===== src/verilog/ftc_pkg.sv =====
package ftc_pkg;

  // ----------------------------------------------------------------
  // Register indices (byte address is four times the index)
  // ----------------------------------------------------------------
  localparam logic [7:0] IDX_FAN_COUNT_HIGH = 8'hB0;
  localparam logic [7:0] IDX_FAN_COUNT_LOW = 8'hB1;
  localparam logic [7:0] IDX_EXPECTED_COUNT_HIGH = 8'hB2;
  localparam logic [7:0] IDX_EXPECTED_COUNT_LOW_OR_DUTY = 8'hB3;
  localparam logic [7:0] IDX_FULL_SPEED_COUNT_HIGH = 8'hB4;
  localparam logic [7:0] IDX_FULL_SPEED_COUNT_LOW = 8'hB5;
  localparam logic [7:0] IDX_UPPER_BOUNDARY_TEMPERATURE = 8'hB6;
  localparam logic [7:0] IDX_LOWER_BOUNDARY_TEMPERATURE = 8'hB7;
  localparam logic [7:0] IDX_FIRST_SEGMENT_SPEED = 8'hBA;
  localparam logic [7:0] IDX_FAN_MODE_CONFIG = 8'hC0;

  // ----------------------------------------------------------------
  // Reset values
  // ----------------------------------------------------------------
  localparam logic [15:0] RST_FAN_COUNT = 16'h0FFF;
  localparam logic [7:0] RST_EXPECTED_HIGH = 8'h00;
  localparam logic [7:0] RST_EXPECTED_LOW = 8'h01;
  localparam logic [7:0] RST_FULL_SPEED_HIGH = 8'h03;
  localparam logic [7:0] RST_FULL_SPEED_LOW = 8'hFF;
  localparam logic [7:0] RST_UPPER_BOUNDARY = 8'h3C;
  localparam logic [7:0] RST_LOWER_BOUNDARY = 8'h1E;
  localparam logic [7:0] RST_FIRST_SEGMENT = 8'hFF;
  localparam logic [7:0] RST_FAN_MODE_CONFIG = 8'h00;
  localparam logic [7:0] RST_DUTY = 8'h00;

  // ----------------------------------------------------------------
  // Field positions of the mode configuration register and the boundary sign bit
  // ----------------------------------------------------------------
  localparam int CFG_ENCODING_LSB = 0;
  localparam int CFG_DUTY_SEL_BIT = 2;
  localparam int CFG_MANUAL_BIT = 3;
  localparam int CFG_NEG_TEMP_BIT = 4;
  localparam int CFG_SEGMENT_LSB = 6;
  localparam int SIGN_BIT = 7;

  // ----------------------------------------------------------------
  // Encodings and counts
  // ----------------------------------------------------------------
  localparam logic [1:0] ENC_SPEED = 2'b00;
  localparam logic [1:0] ENC_DUTY = 2'b01;
  localparam int SPEED_CODE_SHIFT = 5;
  localparam logic [7:0] PWM_STEPS = 8'hFF;
  localparam logic [7:0] DUTY_MAX = 8'hFF;

  typedef enum logic [1:0] {
    FTC_SEG1 = 2'b01,
    FTC_SEG2 = 2'b10,
    FTC_SEG3 = 2'b11
  } ftc_segment_t;

endpackage


===== src/verilog/ftc_pwm.sv =====
`timescale 1ns/10ps
`default_nettype none

module ftc_pwm #(
  parameter int WIDTH = 8
) (
  // Clock and reset
  input wire logic clk,
  input wire logic rst,
  // Duty in parts of 2**WIDTH-1
  input wire logic [WIDTH-1:0] duty,
  // Output
  output logic pwm_out,
  output logic period_end
);

  logic [WIDTH-1:0] phase_reg;

  // ----------------------------------------------------------------
  // Phase counter runs 0 .. 2**WIDTH-2, full scale means always on
  // ----------------------------------------------------------------
  always_ff @(posedge clk or posedge rst)
  begin
    if (rst)
    begin
      phase_reg <= '0;
      period_end <= 1'b0;
    end
    else if (phase_reg == {{(WIDTH-1){1'b1}}, 1'b0})
    begin
      phase_reg <= '0;
      period_end <= 1'b1;
    end
    else
    begin
      phase_reg <= phase_reg + 1'b1;
      period_end <= 1'b0;
    end
  end

  always_ff @(posedge clk or posedge rst)
  begin
    if (rst)
      pwm_out <= 1'b0;
    else
      pwm_out <= (phase_reg < duty);
  end

endmodule

`default_nettype wire


===== src/verilog/ftc_fan_control.sv =====
// The Avalon-MM interface to the registers was left to the implementer.
`timescale 1ns/10ps
`default_nettype none

// Summary of operation
// RULE1: Reading the tachometer count high byte latches its low byte for the following read.
// RULE2: Software reads the high byte first and the low byte after to obtain one coherent count.
// RULE3: Reading the full-speed count high byte likewise latches its low byte.
// RULE4: In speed mode the two expected bytes form the sixteen-bit target tachometer count.
// RULE5: In automatic mode hardware loads the expected bytes and software writes to them are ignored.
// RULE6: In duty mode the expected high byte is reserved and has no effect on fan control.
// RULE7: In duty mode the expected low byte is the PWM duty in steps of 1/255, 255 giving full on.
// RULE8: Above the upper boundary segment one applies; below it minus hysteresis segment two.
// RULE9: Above the lower boundary segment two applies; below it minus hysteresis segment three.
// RULE10: Boundary bytes are signed two's-complement degrees from -128 to 127.
// RULE11: With negative temperatures disabled the boundary sign bits are held at zero.
// RULE12: With speed encoding a segment entry is (100-X)*32/X for X percent, zero is full speed.
// RULE13: With duty encoding a segment entry is used directly as the PWM duty.
// RULE14: Hysteresis comes from an input and the segment holds inside a hysteresis band.
module ftc_fan_control #(
  parameter int ADDR_WIDTH = 10,
  parameter int HYST_WIDTH = 4
) (
  // Clock and reset
  input wire logic clk,
  input wire logic rst,
  // Avalon-MM slave
  input wire logic [ADDR_WIDTH-1:0] avs_address,
  input wire logic avs_read,
  input wire logic avs_write,
  input wire logic [31:0] avs_writedata,
  input wire logic [3:0] avs_byteenable,
  output logic [31:0] avs_readdata,
  output logic avs_waitrequest,
  // Measurement and table inputs
  input wire logic [15:0] fan_count_in,
  input wire logic [7:0] second_thermal_input,
  input wire logic [HYST_WIDTH-1:0] hysteresis,
  input wire logic [7:0] second_segment_speed,
  input wire logic [7:0] third_segment_speed,
  // Fan drive
  output logic pwm_out,
  output logic [1:0] segment_select
);

  logic [15:0] fan_count_reg;
  logic [7:0] fan_count_low_hold_reg;
  logic [7:0] expected_count_high_reg;
  logic [7:0] expected_count_low_or_duty_reg;
  logic [7:0] full_speed_count_high_reg;
  logic [7:0] full_speed_count_low_reg;
  logic [7:0] full_speed_low_hold_reg;
  logic [7:0] upper_boundary_temperature_reg;
  logic [7:0] lower_boundary_temperature_reg;
  logic [7:0] first_segment_speed_reg;
  logic [4:0] fan_mode_config_reg;
  logic [7:0] duty_reg;
  logic [31:0] readdata_reg;
  logic waitrequest_reg;
  ftc_pkg::ftc_segment_t seg_reg;
  ftc_pkg::ftc_segment_t seg_next;

  logic [7:0] index;
  logic read_take;
  logic write_take;
  logic wr_lane;
  logic [7:0] wr_byte;
  logic [1:0] fan_control_encoding;
  logic duty_mode;
  logic manual_control;
  logic negative_temperature_enable;
  logic [7:0] seg_entry;
  logic [15:0] full_speed_count;
  logic [23:0] scaled_count;
  logic [16:0] target_sum;
  logic [15:0] auto_target;
  logic [15:0] expected_count;
  logic period_end;
  logic pwm_raw;
  logic [7:0] pwm_duty;
  logic signed [9:0] temp_s;
  logic signed [9:0] upper_s;
  logic signed [9:0] lower_s;
  logic signed [9:0] hyst_s;

  // ----------------------------------------------------------------
  // Bus decode
  // ----------------------------------------------------------------
  assign index = avs_address[9:2];
  assign read_take = avs_read && waitrequest_reg;
  assign write_take = avs_write && !waitrequest_reg;
  assign wr_lane = avs_byteenable[0];
  assign wr_byte = avs_writedata[7:0];

  assign fan_control_encoding = fan_mode_config_reg[ftc_pkg::CFG_ENCODING_LSB +: 2];
  assign duty_mode = fan_mode_config_reg[ftc_pkg::CFG_DUTY_SEL_BIT];
  assign manual_control = fan_mode_config_reg[ftc_pkg::CFG_MANUAL_BIT];
  assign negative_temperature_enable = fan_mode_config_reg[ftc_pkg::CFG_NEG_TEMP_BIT];

  // Every access answers one cycle after it is presented
  always_ff @(posedge clk or posedge rst)
  begin
    if (rst)
      waitrequest_reg <= 1'b1;
    else if ((avs_read || avs_write) && waitrequest_reg)
      waitrequest_reg <= 1'b0;
    else
      waitrequest_reg <= 1'b1;
  end

  // ----------------------------------------------------------------
  // Count sampling and coherent read latches
  // ----------------------------------------------------------------
  always_ff @(posedge clk or posedge rst)
  begin
    if (rst)
      fan_count_reg <= ftc_pkg::RST_FAN_COUNT;
    else
      fan_count_reg <= fan_count_in;
  end

  always_ff @(posedge clk or posedge rst)
  begin
    if (rst)
      fan_count_low_hold_reg <= ftc_pkg::RST_FAN_COUNT[7:0];
    else if (read_take && index == ftc_pkg::IDX_FAN_COUNT_HIGH)
      fan_count_low_hold_reg <= fan_count_reg[7:0]; // [RULE1] [RULE2]
  end

  always_ff @(posedge clk or posedge rst)
  begin
    if (rst)
      full_speed_low_hold_reg <= ftc_pkg::RST_FULL_SPEED_LOW;
    else if (read_take && index == ftc_pkg::IDX_FULL_SPEED_COUNT_HIGH)
      full_speed_low_hold_reg <= full_speed_count_low_reg; // [RULE3]
    else if (write_take && wr_lane && index == ftc_pkg::IDX_FULL_SPEED_COUNT_LOW)
      full_speed_low_hold_reg <= wr_byte;
  end

  // ----------------------------------------------------------------
  // Read data
  // ----------------------------------------------------------------
  always_ff @(posedge clk or posedge rst)
  begin
    if (rst)
      readdata_reg <= '0;
    else if (read_take)
    begin
      if (index == ftc_pkg::IDX_FAN_COUNT_HIGH)
        readdata_reg <= {24'h000000, fan_count_reg[15:8]};
      else if (index == ftc_pkg::IDX_FAN_COUNT_LOW)
        readdata_reg <= {24'h000000, fan_count_low_hold_reg}; // [RULE1]
      else if (index == ftc_pkg::IDX_EXPECTED_COUNT_HIGH)
        readdata_reg <= {24'h000000, expected_count_high_reg};
      else if (index == ftc_pkg::IDX_EXPECTED_COUNT_LOW_OR_DUTY)
        readdata_reg <= {24'h000000, expected_count_low_or_duty_reg};
      else if (index == ftc_pkg::IDX_FULL_SPEED_COUNT_HIGH)
        readdata_reg <= {24'h000000, full_speed_count_high_reg};
      else if (index == ftc_pkg::IDX_FULL_SPEED_COUNT_LOW)
        readdata_reg <= {24'h000000, full_speed_low_hold_reg}; // [RULE3]
      else if (index == ftc_pkg::IDX_UPPER_BOUNDARY_TEMPERATURE)
        readdata_reg <= {24'h000000, upper_boundary_temperature_reg};
      else if (index == ftc_pkg::IDX_LOWER_BOUNDARY_TEMPERATURE)
        readdata_reg <= {24'h000000, lower_boundary_temperature_reg};
      else if (index == ftc_pkg::IDX_FIRST_SEGMENT_SPEED)
        readdata_reg <= {24'h000000, first_segment_speed_reg};
      else if (index == ftc_pkg::IDX_FAN_MODE_CONFIG)
        readdata_reg <= {24'h000000, seg_reg, 1'b0, fan_mode_config_reg};
      else
        readdata_reg <= '0;
    end
  end

  assign avs_readdata = readdata_reg;
  assign avs_waitrequest = waitrequest_reg;

  // ----------------------------------------------------------------
  // Software configuration registers
  // ----------------------------------------------------------------
  always_ff @(posedge clk or posedge rst)
  begin
    if (rst)
      fan_mode_config_reg <= ftc_pkg::RST_FAN_MODE_CONFIG[4:0];
    else if (write_take && wr_lane && index == ftc_pkg::IDX_FAN_MODE_CONFIG)
      fan_mode_config_reg <= wr_byte[4:0];
  end

  always_ff @(posedge clk or posedge rst)
  begin
    if (rst)
    begin
      full_speed_count_high_reg <= ftc_pkg::RST_FULL_SPEED_HIGH;
      full_speed_count_low_reg <= ftc_pkg::RST_FULL_SPEED_LOW;
    end
    else if (write_take && wr_lane)
    begin
      if (index == ftc_pkg::IDX_FULL_SPEED_COUNT_HIGH)
        full_speed_count_high_reg <= wr_byte;
      else if (index == ftc_pkg::IDX_FULL_SPEED_COUNT_LOW)
        full_speed_count_low_reg <= wr_byte;
    end
  end

  always_ff @(posedge clk or posedge rst)
  begin
    if (rst)
      first_segment_speed_reg <= ftc_pkg::RST_FIRST_SEGMENT;
    else if (write_take && wr_lane && index == ftc_pkg::IDX_FIRST_SEGMENT_SPEED)
      first_segment_speed_reg <= wr_byte;
  end

  // Sign bit is forced clear while negative temperatures are disabled
  always_ff @(posedge clk or posedge rst)
  begin
    if (rst)
    begin
      upper_boundary_temperature_reg <= ftc_pkg::RST_UPPER_BOUNDARY;
      lower_boundary_temperature_reg <= ftc_pkg::RST_LOWER_BOUNDARY;
    end
    else
    begin
      if (write_take && wr_lane && index == ftc_pkg::IDX_UPPER_BOUNDARY_TEMPERATURE)
        upper_boundary_temperature_reg <=
          {wr_byte[7] & negative_temperature_enable, wr_byte[6:0]}; // [RULE11]
      else if (!negative_temperature_enable)
        upper_boundary_temperature_reg[ftc_pkg::SIGN_BIT] <= 1'b0; // [RULE11]
      if (write_take && wr_lane && index == ftc_pkg::IDX_LOWER_BOUNDARY_TEMPERATURE)
        lower_boundary_temperature_reg <=
          {wr_byte[7] & negative_temperature_enable, wr_byte[6:0]}; // [RULE11]
      else if (!negative_temperature_enable)
        lower_boundary_temperature_reg[ftc_pkg::SIGN_BIT] <= 1'b0; // [RULE11]
    end
  end

  // ----------------------------------------------------------------
  // Temperature segment selection with hysteresis
  // ----------------------------------------------------------------
  assign temp_s = 10'(signed'(second_thermal_input)); // [RULE10]
  assign upper_s = 10'(signed'(upper_boundary_temperature_reg)); // [RULE10]
  assign lower_s = 10'(signed'(lower_boundary_temperature_reg)); // [RULE10]
  assign hyst_s = signed'(10'(hysteresis)); // [RULE14]

  always_comb
  begin
    seg_next = seg_reg;
    case (seg_reg)
      ftc_pkg::FTC_SEG1:
      begin
        if (temp_s < upper_s - hyst_s)
        begin
          if (temp_s < lower_s - hyst_s)
            seg_next = ftc_pkg::FTC_SEG3; // [RULE9]
          else
            seg_next = ftc_pkg::FTC_SEG2; // [RULE8]
        end
      end
      ftc_pkg::FTC_SEG2:
      begin
        if (temp_s > upper_s)
          seg_next = ftc_pkg::FTC_SEG1; // [RULE8]
        else if (temp_s < lower_s - hyst_s)
          seg_next = ftc_pkg::FTC_SEG3; // [RULE9]
      end
      ftc_pkg::FTC_SEG3:
      begin
        if (temp_s > upper_s)
          seg_next = ftc_pkg::FTC_SEG1; // [RULE8]
        else if (temp_s > lower_s)
          seg_next = ftc_pkg::FTC_SEG2; // [RULE9]
      end
      default:
        seg_next = ftc_pkg::FTC_SEG3;
    endcase
  end

  // Inside a band the current segment is kept
  always_ff @(posedge clk or posedge rst)
  begin
    if (rst)
      seg_reg <= ftc_pkg::FTC_SEG3;
    else
      seg_reg <= seg_next; // [RULE14]
  end

  always_ff @(posedge clk or posedge rst)
  begin
    if (rst)
      segment_select <= ftc_pkg::FTC_SEG3;
    else
      segment_select <= seg_next;
  end

  // ----------------------------------------------------------------
  // Target from the table entry
  // ----------------------------------------------------------------
  always_comb
  begin
    case (seg_reg)
      ftc_pkg::FTC_SEG1: seg_entry = first_segment_speed_reg; // [RULE8]
      ftc_pkg::FTC_SEG2: seg_entry = second_segment_speed;
      default: seg_entry = third_segment_speed; // [RULE9]
    endcase
  end

  // Count grows as 100/X, so target = full + full*entry/32
  assign full_speed_count = {full_speed_count_high_reg, full_speed_count_low_reg};
  assign scaled_count = full_speed_count * seg_entry; // [RULE12]
  assign target_sum = {1'b0, full_speed_count} +
    {1'b0, scaled_count[ftc_pkg::SPEED_CODE_SHIFT +: 16]}; // [RULE12]
  assign auto_target = (target_sum[16] || scaled_count[23:21] != 3'b000) ?
    16'hFFFF : target_sum[15:0];

  always_ff @(posedge clk or posedge rst)
  begin
    if (rst)
    begin
      expected_count_high_reg <= ftc_pkg::RST_EXPECTED_HIGH;
      expected_count_low_or_duty_reg <= ftc_pkg::RST_EXPECTED_LOW;
    end
    else if (!manual_control)
    begin
      // Software writes are dropped here
      if (fan_control_encoding == ftc_pkg::ENC_DUTY)
        expected_count_low_or_duty_reg <= seg_entry; // [RULE5] [RULE13]
      else if (fan_control_encoding == ftc_pkg::ENC_SPEED)
      begin
        expected_count_high_reg <= auto_target[15:8]; // [RULE5] [RULE12]
        expected_count_low_or_duty_reg <= auto_target[7:0]; // [RULE5]
      end
    end
    else if (write_take && wr_lane)
    begin
      if (index == ftc_pkg::IDX_EXPECTED_COUNT_HIGH)
        expected_count_high_reg <= wr_byte;
      else if (index == ftc_pkg::IDX_EXPECTED_COUNT_LOW_OR_DUTY)
        expected_count_low_or_duty_reg <= wr_byte;
    end
  end

  // ----------------------------------------------------------------
  // Fan drive
  // ----------------------------------------------------------------
  assign expected_count = {expected_count_high_reg, expected_count_low_or_duty_reg}; // [RULE4]

  // Speed mode closes the loop once per PWM period; a larger count means slower
  always_ff @(posedge clk or posedge rst)
  begin
    if (rst)
      duty_reg <= ftc_pkg::RST_DUTY;
    else if (period_end && !duty_mode)
    begin
      if (fan_count_reg > expected_count && duty_reg != ftc_pkg::DUTY_MAX)
        duty_reg <= duty_reg + 8'h01; // [RULE4]
      else if (fan_count_reg < expected_count && duty_reg != 8'h00)
        duty_reg <= duty_reg - 8'h01; // [RULE4]
    end
  end

  // Duty mode ignores the high byte entirely
  assign pwm_duty = duty_mode ? expected_count_low_or_duty_reg : duty_reg; // [RULE6] [RULE7]

  ftc_pwm #(
    .WIDTH(8)
  ) u_pwm (
    .clk(clk),
    .rst(rst),
    .duty(pwm_duty), // [RULE7]
    .pwm_out(pwm_raw),
    .period_end(period_end)
  );

  always_ff @(posedge clk or posedge rst)
  begin
    if (rst)
      pwm_out <= 1'b0;
    else
      pwm_out <= pwm_raw;
  end

endmodule

`default_nettype wire


===== config.mk =====
export PLATFORM = sky130hd
export DESIGN_NAME = ftc_fan_control
export DESIGN_NICKNAME = d
export VERILOG_FILES = /design/src/verilog/ftc_pkg.sv /design/src/verilog/ftc_pwm.sv /design/src/verilog/ftc_fan_control.sv
export SDC_FILE = /design/constraint.sdc
export NUM_CORES = 1
export LEC_CHECK = 0
export BUFFER_PORTS_ARGS = -buffer_cell sky130_fd_sc_hd__buf_2
export CORE_UTILIZATION = 35
export CTS_BUF_LIST = sky130_fd_sc_hd__clkbuf_4 sky130_fd_sc_hd__clkbuf_8
export CTS_CLUSTER_SIZE = 14
export DETAILED_ROUTE_END_ITERATION = 16
export MAX_ROUTING_LAYER = met4
export PLACE_DENSITY_LB_ADDON = 0.1
export RECOVER_POWER = 50
export SLEW_MARGIN = 30
export SYNTH_ARGS = -nofsm -noshare
export SYNTH_HDL_FRONTEND = slang
export SYNTH_SLANG_ARGS = --single-unit

===== constraint.sdc =====
create_clock -name clk -period 12.97 [get_ports clk]
set_clock_uncertainty 0.05 [all_clocks]
set_input_delay 0.6485 -clock clk [delete_from_list [all_inputs] [get_ports clk]]
set_output_delay 0.6485 -clock clk [all_outputs]
set_load 0.02 [all_outputs]

==> impl_metrics.yaml, run 1 <==
placement:
  dp_hpwl_microns: 28150
  place_area_sq_um: 13330
  pre_cts_slack_ns: 4.745
  gp_congestion: 0.8367
  dp_cells: 1867
  port_buffers: 76
critical_path:
  worstSetupStartpointType: "flip-flop"
  crit_slowest_cell: "ha_1"
  slowest_delay_ns: 0.70
  critPathCapture: "expected_count_low_or_duty_reg[4]"
  path_max_fanout: 18
  r2r_slack_ns: 4.77
  crit_type: "reg -> reg"
  worstReg2RegEnd: "expected_count_low_or_duty_reg[4]"
  r2r_start: "segment_select[1]"
  ff2ff_path_depth: 29
  cp_data_required_time_ns: 13.27
  critPathLaunch: "segment_select[1]"
  arrival_ns: 8.51
  endpoint_kind: "flip-flop"
synth:
  yosys_most_used_dff: "dfrtp_1"
  synth_top_area_cell: "fa_1"
  seq_area_frac_synth_pct: 25.17
  synth_edf_count: 0
  synthTopCellsByArea: "fa_1, ha_1, dfrtp_1, dfstp_2, and2_1"
  postSynthCellCount: 1366
  mappedNetlistArea_sq_um: 12510
  async_flop_share_pct: 100.0
  synthXorXnorAreaFrac_pct: 3.709
  synth_cell_types: 67
  synth_top_cell_area_share_pct: 13.92
  synth_top_family_by_area: "adder cells"
  synthMuxAreaShare_pct: 5.469
  synthSimpleGateAreaFrac_pct: 14.80
  synth_compound_area_share_pct: 16.14
  synth_area_per_cell_sq_um: 9.161
  synth_fa_ha_area_share_pct: 27.11
  ys_seq_elements: 123
  ys_warn_count: 0
cts:
  cts_setup_buffers: 0
  cts_resized: 0
  clock_path_buffers: 2
  ctsHoldBuffers: 0
  htree_levels: 4
  cts-root-buf: "clkbuf_8"
  insertion_delay_ns: 0.47
  cts_tree: "yes"
  cts_buffers: 17
  cts_sinks: 123
  clk_pin_slew_ns: 0.08
flow_run:
  max-cap-violations: 2
power_and_ir_drop:
  power_density_nw_per_um2: 131.2
  ir_drop_uv: 80.82
  leakagePower_nw: 6.666
  power_mw: 1.808
layout:
  drive_gt1_share_pct: 16.69
  final_util_pct: 39.51
  largest_reg_flops: 16
  final_common_cell: "inv_1"
  multi_input_area_sq_um: 8529
  syn_to_final_growth_pct: 10.13
  layout.cells.non_filler: 1899
  nFillCells: 3565
  seq_area_sq_um: 3151
  final_area_sq_um: 13780
  num_antenna_cells: 0
  layout_common_cells: "inv_1, ha_1, nand2_1"
  fin_nets: 1744
floorplanning:
  core_region_area_sq_um: 34880
  die_w_microns: 191.1
  fp.dieH_microns: 191.1
  design.die.area_sq_um: 36520
  rows: 68
  ios: 130
  initial_core_util_pct: 35.88
status:
  status: "complete, but fails checks"
  violations: "max-capacitance violations, max-slew violations"
sta:
  fin_tns_setup_ns: 0
  final-setup-viol-count: 0
  min_period_ns: 8.204
  holdWs_ns: 0.2257
  fmax_mhz: 121.9
  relSlewSlack_pct: -87.61
  worst_slack_ns: 4.766
  hold_viol_final: 0
  rsz0062_at_grt: "no"
  period_share_pct: 63.25
  drv_slew: 97
  worst_slew_pin_slew_ns: 2.814
drt:
  routed-via-count: 9879
  routedWlPerCell_microns: 19.44
  drc: 0
  drt-initial-drc-count: 510
  viasPerCell: 5.202
  antenna_left: 0
  firstDrtPassIters: 5
  drt_wl_total_microns: 36910
global_routing:
  antenna_found_initial: 0
  grt_pass1_wl_microns: 58710
  grt_use_total_pct: 21.88
  overflow: 0
  grt_max_degree: 49
  grt_pass1_vias: 10060
worst_hold_path:
  hp-class: "in -> reg"
synthesized netlist by cell type (3+ instances only):
master	number
o221a_1	5
mux2i_1	20
and3_1	3
ha_1	132
o21ai_0	84
a221oi_1	10
clkbuf_1	32
nor2b_1	13
nor3_1	12
buf_4	25
a31oi_1	8
nand3_1	11
o31ai_1	4
or4_1	3
xor2_1	19
a21oi_1	104
dfstp_2	58
and2_1	97
fa_1	87
mux2_2	43
xnor2_1	34
dfrtp_1	65
and4_1	4
nand4_1	10
nor3b_1	4
o21a_1	17
buf_1	9
o21bai_1	7
nor2_1	65
inv_1	153
nand2b_1	11
nor4_1	9
a21o_1	23
a22oi_1	14
nand2_1	112
a211oi_1	8
o211ai_1	4
o22ai_1	10
cell families after synthesis:
kind of cell / count (synthesis)
muxes: 63
other: 1
AOI/OAI and AO/OA: 321
adders and majority gates: 219
xor gates and xnor gates: 53
buffers and inverters: 224
and+or+nand+nor: 362
DFF: 123
how the worst min path moves through the flow:
stage               slack [ns]        startpoint  cells past startpoint                end
floorplan                 0.28     u_pwm.pwm_out                      0            pwm_out
global placement          0.29     u_pwm.pwm_out                      0            pwm_out
detailed placement        0.29     u_pwm.pwm_out                      0            pwm_out
CTS                       0.12               rst                      2    avs_readdata[7]
global route              0.20   fan_count_in[6]                      1   fan_count_reg[6]
finish                    0.23  fan_count_in[11]                      1  fan_count_reg[11]
critical path: cells and delay by family (launching register included):
kind                     cells  cell delay, ns
adder cells (fa/ha/maj)      7            3.59
AO/OA/AOI/OAI               10            2.10
XOR/XNOR                     1            0.22
AND/OR/NAND/NOR              6            1.00
buffers and inverters        5            0.54
flip-flops                   1            0.60
routing by layer:
layer  track usage (%)  up-vias  wire length, microns
li1                  -     4745                     -
met1             29.75     4918                 17940
met2             34.35      175                 17080
met3             2.497       41                  1001
met4             5.952        0                   885
met5                 -        -                     0
power breakdown:
| group | switching (mW) | internal, mW | total, mW | leakage (nW) |
|---|---|---|---|---|
| clock | 0.172 | 0.226 | 0.398 | 0.221 |
| combinational | 0.603 | 0.336 | 0.940 | 5.01 |
| sequential | 0.0489 | 0.422 | 0.471 | 1.44 |
layout make-up:
cell class                      count  area share, %
Multi-Input combinational cell   1042          61.89
Sequential cell                   123          22.86
Inverter                          153          4.176
Tap cell                          455          4.131
Timing Repair Buffer               94          3.686
Clock buffer                       21          2.052
Clock inverter                     11          1.207
Note: power is estimated with default switching activity, not from simulation.
==> run 2, diff against run 1 <==
clock period = 8.3 ns   (was 12.97 ns; I/O delays follow)
==> run 2 against run 1 <==
  * The run still ends with max-capacitance violations, max-slew violations left
  * Critical path depth shrank 1
  * Final cell count grew 1.3%
  * Hold slack worse by 0.16 ns
  * Core utilization increased by 0.65 points
  * Sequential power rose by 56%
  * Design area rose by 1.6%
  * Power is 57% higher
  * First-iteration DRC count is 15% lower
  * Combinational power grew 64%
==> impl_metrics.yaml, run 2 (synthesis gave the netlist of run 1 again) <==
global_routing:
  antenna_found_initial: 0
  grt_max_degree: 68
  overflow: 0
  grt_use_total_pct: 21.64
  grt_pass1_vias: 10040
  grt_pass1_wl_microns: 58070
cts:
  cts_buffers: 17
  htree_levels: 4
  cts-root-buf: "clkbuf_8"
  cts_sinks: 123
  cts_tree: "yes"
  clk_pin_slew_ns: 0.08
  clock_path_buffers: 2
  insertion_delay_ns: 0.46
layout:
  seq_area_sq_um: 3151
  largest_reg_flops: 16
  num_antenna_cells: 0
  fin_nets: 1768
  final_common_cell: "inv_1"
  drive_gt1_share_pct: 17.17
  nFillCells: 3568
  layout_common_cells: "inv_1, ha_1, nand2_1"
  multi_input_area_sq_um: 8552
  syn_to_final_growth_pct: 11.94
critical_path:
  ff2ff_path_depth: 28
  path_max_fanout: 11
  worstReg2RegEnd: "expected_count_low_or_duty_reg[3]"
  r2r_slack_ns: 0.42
  worst_path_most_repeated_cell: "fa_1"
  crit_type: "reg -> reg"
  endpoint_kind: "flip-flop"
  cp_data_required_time_ns: 8.60
  crit_slowest_cell: "dfstp_2"
  r2r_start: "segment_select[0]"
  slowest_delay_ns: 0.59
  worstSetupStartpointType: "flip-flop"
  arrival_ns: 8.17
sta:
  hold_viol_final: 0
  min_period_ns: 7.876
  relSlewSlack_pct: -149.4
  holdWs_ns: 0.06856
  worst_slew_pin_slew_ns: 3.741
  period_share_pct: 94.89
  fin_tns_setup_ns: 0
  rsz0062_at_grt: "no"
  drv_slew: 126
  final-setup-viol-count: 0
  fmax_mhz: 127.0
worst_hold_path:
  holdPathStages: 2
  hold-path-endpoint: "avs_waitrequest"
  hp-class: "in -> reg"
  hold_start: "avs_write"
drt:
  antenna_left: 0
  drc: 0
  routedWlPerCell_microns: 19.15
  firstDrtPassIters: 5
  routed-via-count: 9927
  drt_wl_total_microns: 36820
  viasPerCell: 5.162
  drt-initial-drc-count: 433
floorplanning:
  fp.dieH_microns: 191.1
  core_region_area_sq_um: 34880
  rows: 68
  initial_core_util_pct: 35.88
  ios: 130
  design.die.area_sq_um: 36520
  die_w_microns: 191.1
flow_run:
  max-cap-violations: 2
power_and_ir_drop:
  leakagePower_nw: 6.756
  power_density_nw_per_um2: 202.6
  ir_drop_uv: 153.8
status:
  status: "complete, but fails checks"
  violations: "max-capacitance violations, max-slew violations"
placement:
  port_buffers: 76
  gp_congestion: 0.8305
  dp_hpwl_microns: 28380
==> run 2: changes by cell type in the layout (fill, tap and decap cells not counted), moves of 2 or more <==
cell,before,now
buf_12,0,2
buf_2,76,73
buf_4,16,23
bufinv_16,4,2
clkinv_2,3,1
clkinvlp_4,3,5
dlygate4sd3_1,0,16
inv_6,0,3
==> run 2: how the worst max path moves through the flow <==
stage / slack, ns / cells past startpoint / start / to
floorplan: 0.72 / 30 / segment_select[1] / expected_count_low_or_duty_reg[2]
detailed placement: 0.25 / 28 / segment_select[1] / expected_count_low_or_duty_reg[3]
global placement: 0.34 / 28 / segment_select[1] / expected_count_low_or_duty_reg[2]
CTS: 0.22 / 28 / segment_select[1] / expected_count_low_or_duty_reg[3]
global route: 0.004 / 28 / segment_select[0] / expected_count_low_or_duty_reg[3]
finish: 0.42 / 28 / segment_select[0] / expected_count_low_or_duty_reg[3]
==> run 2: area by class of cell <==
type	count	area share (%)
Clock buffer	20	1.920
Tap cell	455	4.064
Inverter	153	4.109
Multi-Input combinational cell	1042	61.05
Clock inverter	12	0.9825
Timing Repair Buffer	118	5.386
Sequential cell	123	22.49
==> run 2: power by group <==
part           leakage [nW]  switching [mW]  total [mW]  internal, mW
sequential             1.44          0.0732       0.733         0.659
combinational          5.13           0.968        1.54         0.574
clock                 0.192           0.275       0.563         0.288
total                  6.76            1.32        2.84          1.52
==> run 2: per-stage QoR <==
step                setup WS [ns]  area, sq um  cells  power [mW]  utilization [%]
floorplan                  0.7231        12600   1389       1.703                -
detailed placement         0.2526        13400   1874       2.281            38.41
finish                     0.4240        14010   1923       2.838            40.16
CTS                        0.2237        13960   1922       2.859            40.03
global route             0.003982        14010   1923       3.058            40.16
global placement           0.3432        13400   1874       2.275            38.41
==> run 2: critical path, delay by kind of cell, from the launching register on <==
family,cells,cell delay (ns)
flip-flops,1,0.59
AO/OA/AOI/OAI,11,2.84
AND/OR/NAND/NOR,5,0.89
XOR/XNOR,1,0.13
adder cells (fa/ha/maj),7,2.85
buffers and inverters,4,0.38
==> run 2: metal layers <==
layer  vias to the layer above  wire length, microns  share of wire, %  track usage [%]
met5                         -                     0                 0                -
met4                         0                   720               2.0            5.556
met3                        36                  1155               3.1            2.276
met2                       210                 16940                46            33.71
met1                      4899                 18000                49            29.88
li1                       4782                     -                 -                -
==> run 2: timing repair <==
item | 4_1_cts | 5_1_grt
hold buffers | 16 | 0
endpoints found under the hold margin | 16 | 0
endpoints found under the setup margin | 0 | 16
buffers inserted | 0 | 1
resized for setup | 0 | 5
==> run 3, diff against run 2 <==
ABC_AREA = 1   (was default)
==> run 3 against run 2 <==
  * The flow still finishes with violations (max-capacitance violations, max-slew violations)
  * Critical path depth rose by 1
  * Final cell count rose by 17%
  * Flip-flop and latch count did not move
  * Register-to-register slack improved by 0.28 ns
==> impl_metrics.yaml, run 3 <==
critical_path:
  path_max_fanout: 16
  cp_data_required_time_ns: 8.58
  arrival_ns: 7.88
  critPathLaunch: "segment_select[0]"
  r2r_start: "segment_select[0]"
  ff2ff_path_depth: 29
  crit_type: "reg -> reg"
  endpoint_kind: "flip-flop"
  worst_path_most_repeated_cell: "inv_1"
  worstSetupStartpointType: "flip-flop"
  slowest_delay_ns: 0.79
  critPathCapture: "expected_count_high_reg[1]"
  worstReg2RegEnd: "expected_count_high_reg[1]"
  r2r_slack_ns: 0.71
  crit_slowest_cell: "o21ai_1"
sta:
  fin_tns_setup_ns: 0
  worst_slack_ns: 0.7068
  period_share_pct: 91.48
  drv_slew: 126
  holdWs_ns: 0.08974
  final-setup-viol-count: 0
  hold_viol_final: 0
  worst_slew_pin_slew_ns: 4.288
  min_period_ns: 7.593
  fmax_mhz: 131.7
  rsz0062_at_grt: "no"
  relSlewSlack_pct: -185.9
global_routing:
  grt_use_total_pct: 21.96
  grt_pass1_vias: 11490
  grt_max_degree: 80
  overflow: 0
  antenna_found_initial: 0
  grt_pass1_wl_microns: 62410
layout:
  nFillCells: 3849
  num_antenna_cells: 0
  fin_nets: 2091
  drive_gt1_share_pct: 11.73
  seq_area_sq_um: 3151
  final_common_cell: "nand2_1"
  layout_common_cells: "nand2_1, inv_1, nor2_1"
  multi_input_area_sq_um: 8526
  largest_reg_flops: 16
  syn_to_final_growth_pct: 10.14
placement:
  gp_congestion: 0.8843
  dp_hpwl_microns: 31270
  port_buffers: 76
  pre_cts_slack_ns: 0.6939
synth:
  ys_warn_count: 0
  synth_cell_types: 54
  synth_top_cell_area_share_pct: 13.52
  synth_compound_area_share_pct: 12.40
  synth_edf_count: 0
  seq_area_frac_synth_pct: 24.46
  synth_most_common_cell: "nand2_1"
  async_flop_share_pct: 100.0
  synthXorXnorAreaFrac_pct: 3.195
  synthMuxAreaShare_pct: 0.5245
  ys_top_cells_by_count: "nand2_1, inv_1, nor2_1"
  synth_fa_ha_area_share_pct: 26.34
  synthTopCellsByArea: "fa_1, ha_1, dfrtp_1, dfstp_2, nand2_1"
  synthSimpleGateAreaFrac_pct: 23.02
  synth_top_area_cell: "fa_1"
  ys_seq_elements: 123
  mappedNetlistArea_sq_um: 12880
  postSynthCellCount: 1687
  yosys_most_used_dff: "dfrtp_1"
  synth_area_per_cell_sq_um: 7.636
  synth_top_family_by_area: "adder cells"
floorplanning:
  core_region_area_sq_um: 35910
  rows: 69
  fp.dieH_microns: 193.9
  die_w_microns: 193.9
  ios: 130
  initial_core_util_pct: 35.87
  design.die.area_sq_um: 37580
cts:
  ctsHoldBuffers: 17
  cts_setup_buffers: 0
  htree_levels: 4
  clock_path_buffers: 2
  clk_pin_slew_ns: 0.08
  cts_sinks: 123
  cts_tree: "yes"
  cts_resized: 0
  insertion_delay_ns: 0.45
  cts_buffers: 17
  cts-root-buf: "clkbuf_8"
drt:
  drt-initial-drc-count: 520
  drt_wl_total_microns: 38590
  routed-via-count: 11160
  antenna_left: 0
  viasPerCell: 4.957
  routedWlPerCell_microns: 17.13
  drc: 0
  firstDrtPassIters: 5
flow_run:
  max-cap-violations: 2
status:
  status: "complete, but fails checks"
  violations: "max-capacitance violations, max-slew violations"
worst_hold_path:
  hp-class: "in -> reg"
-- run 3: cell count changes in the layout (fill, tap and decap cells not counted), sizes merged, moves of 23 or more --
| cell | delta |
|---|---|
| nor2 | +162 |
| mux2 | -37 |
| and2 | -94 |
| o21ai | +33 |
| buf | -23 |
| inv | +99 |
| nand3 | +61 |
| nand2 | +229 |
-- run 3: worst min-delay path by stage --
stage	startpoint	to	depth (start not counted)
final	avs_write	avs_waitrequest	2
after global routing	avs_write	avs_waitrequest	2
after CTS	avs_write	avs_waitrequest	2
after detailed placement	u_pwm.pwm_out	pwm_out	0
after global placement	u_pwm.pwm_out	pwm_out	0
after floorplan	u_pwm.pwm_out	pwm_out	0
-- run 3: cell families after synthesis --
kind of cell / Yosys count
fa+ha+maj: 219
flops: 123
xor+xnor: 47
buf+inv: 313
compound gates: 278
simple gates: 700
other cells: 1
mux: 6
-- run 3: worst max-delay path: cells and delay by family (launching register included) --
kind	cells	cell delay, ns
XOR/XNOR	1	0.17
buffers and inverters	7	0.80
AO/OA/AOI/OAI	8	2.00
adder cells (fa/ha/maj)	7	3.19
AND/OR/NAND/NOR	6	0.67
flip-flops	1	0.58
-- run 3: layout make-up --
class                           instances  area share [%]
Multi-Input combinational cell       1274           60.09
Clock inverter                         15          0.8201
Timing Repair Buffer                  104           4.339
Tap cell                              461           4.065
Inverter                              258           6.834
Sequential cell                       123           22.20
Clock buffer                           17           1.649
-- run 3: metal layers --
metal / vias to the layer above / global-route usage [%] / wire length [microns]
met3: 43 / 1.913 / 883
met1: 5368 / 27.24 / 17650
met5: - / - / 0
li1: 5577 / - / -
met4: 0 / 6.467 / 912
met2: 176 / 38.00 / 19140
-- run 3: per-stage QoR --
step	instance area (sq um)	utilization [%]	instances
5_1_grt	14190	39.51	2252
3_3_place_gp	13690	38.11	2203
3_5_place_dp	13690	38.12	2203
4_1_cts	14210	39.57	2252
6_report	14190	39.51	2252
2_1_floorplan	12970	-	1710
Power of run 3 is left out: the tool's default activity adds up to more than one toggle a clock period on the data nets, which glitch-free logic cannot reach.
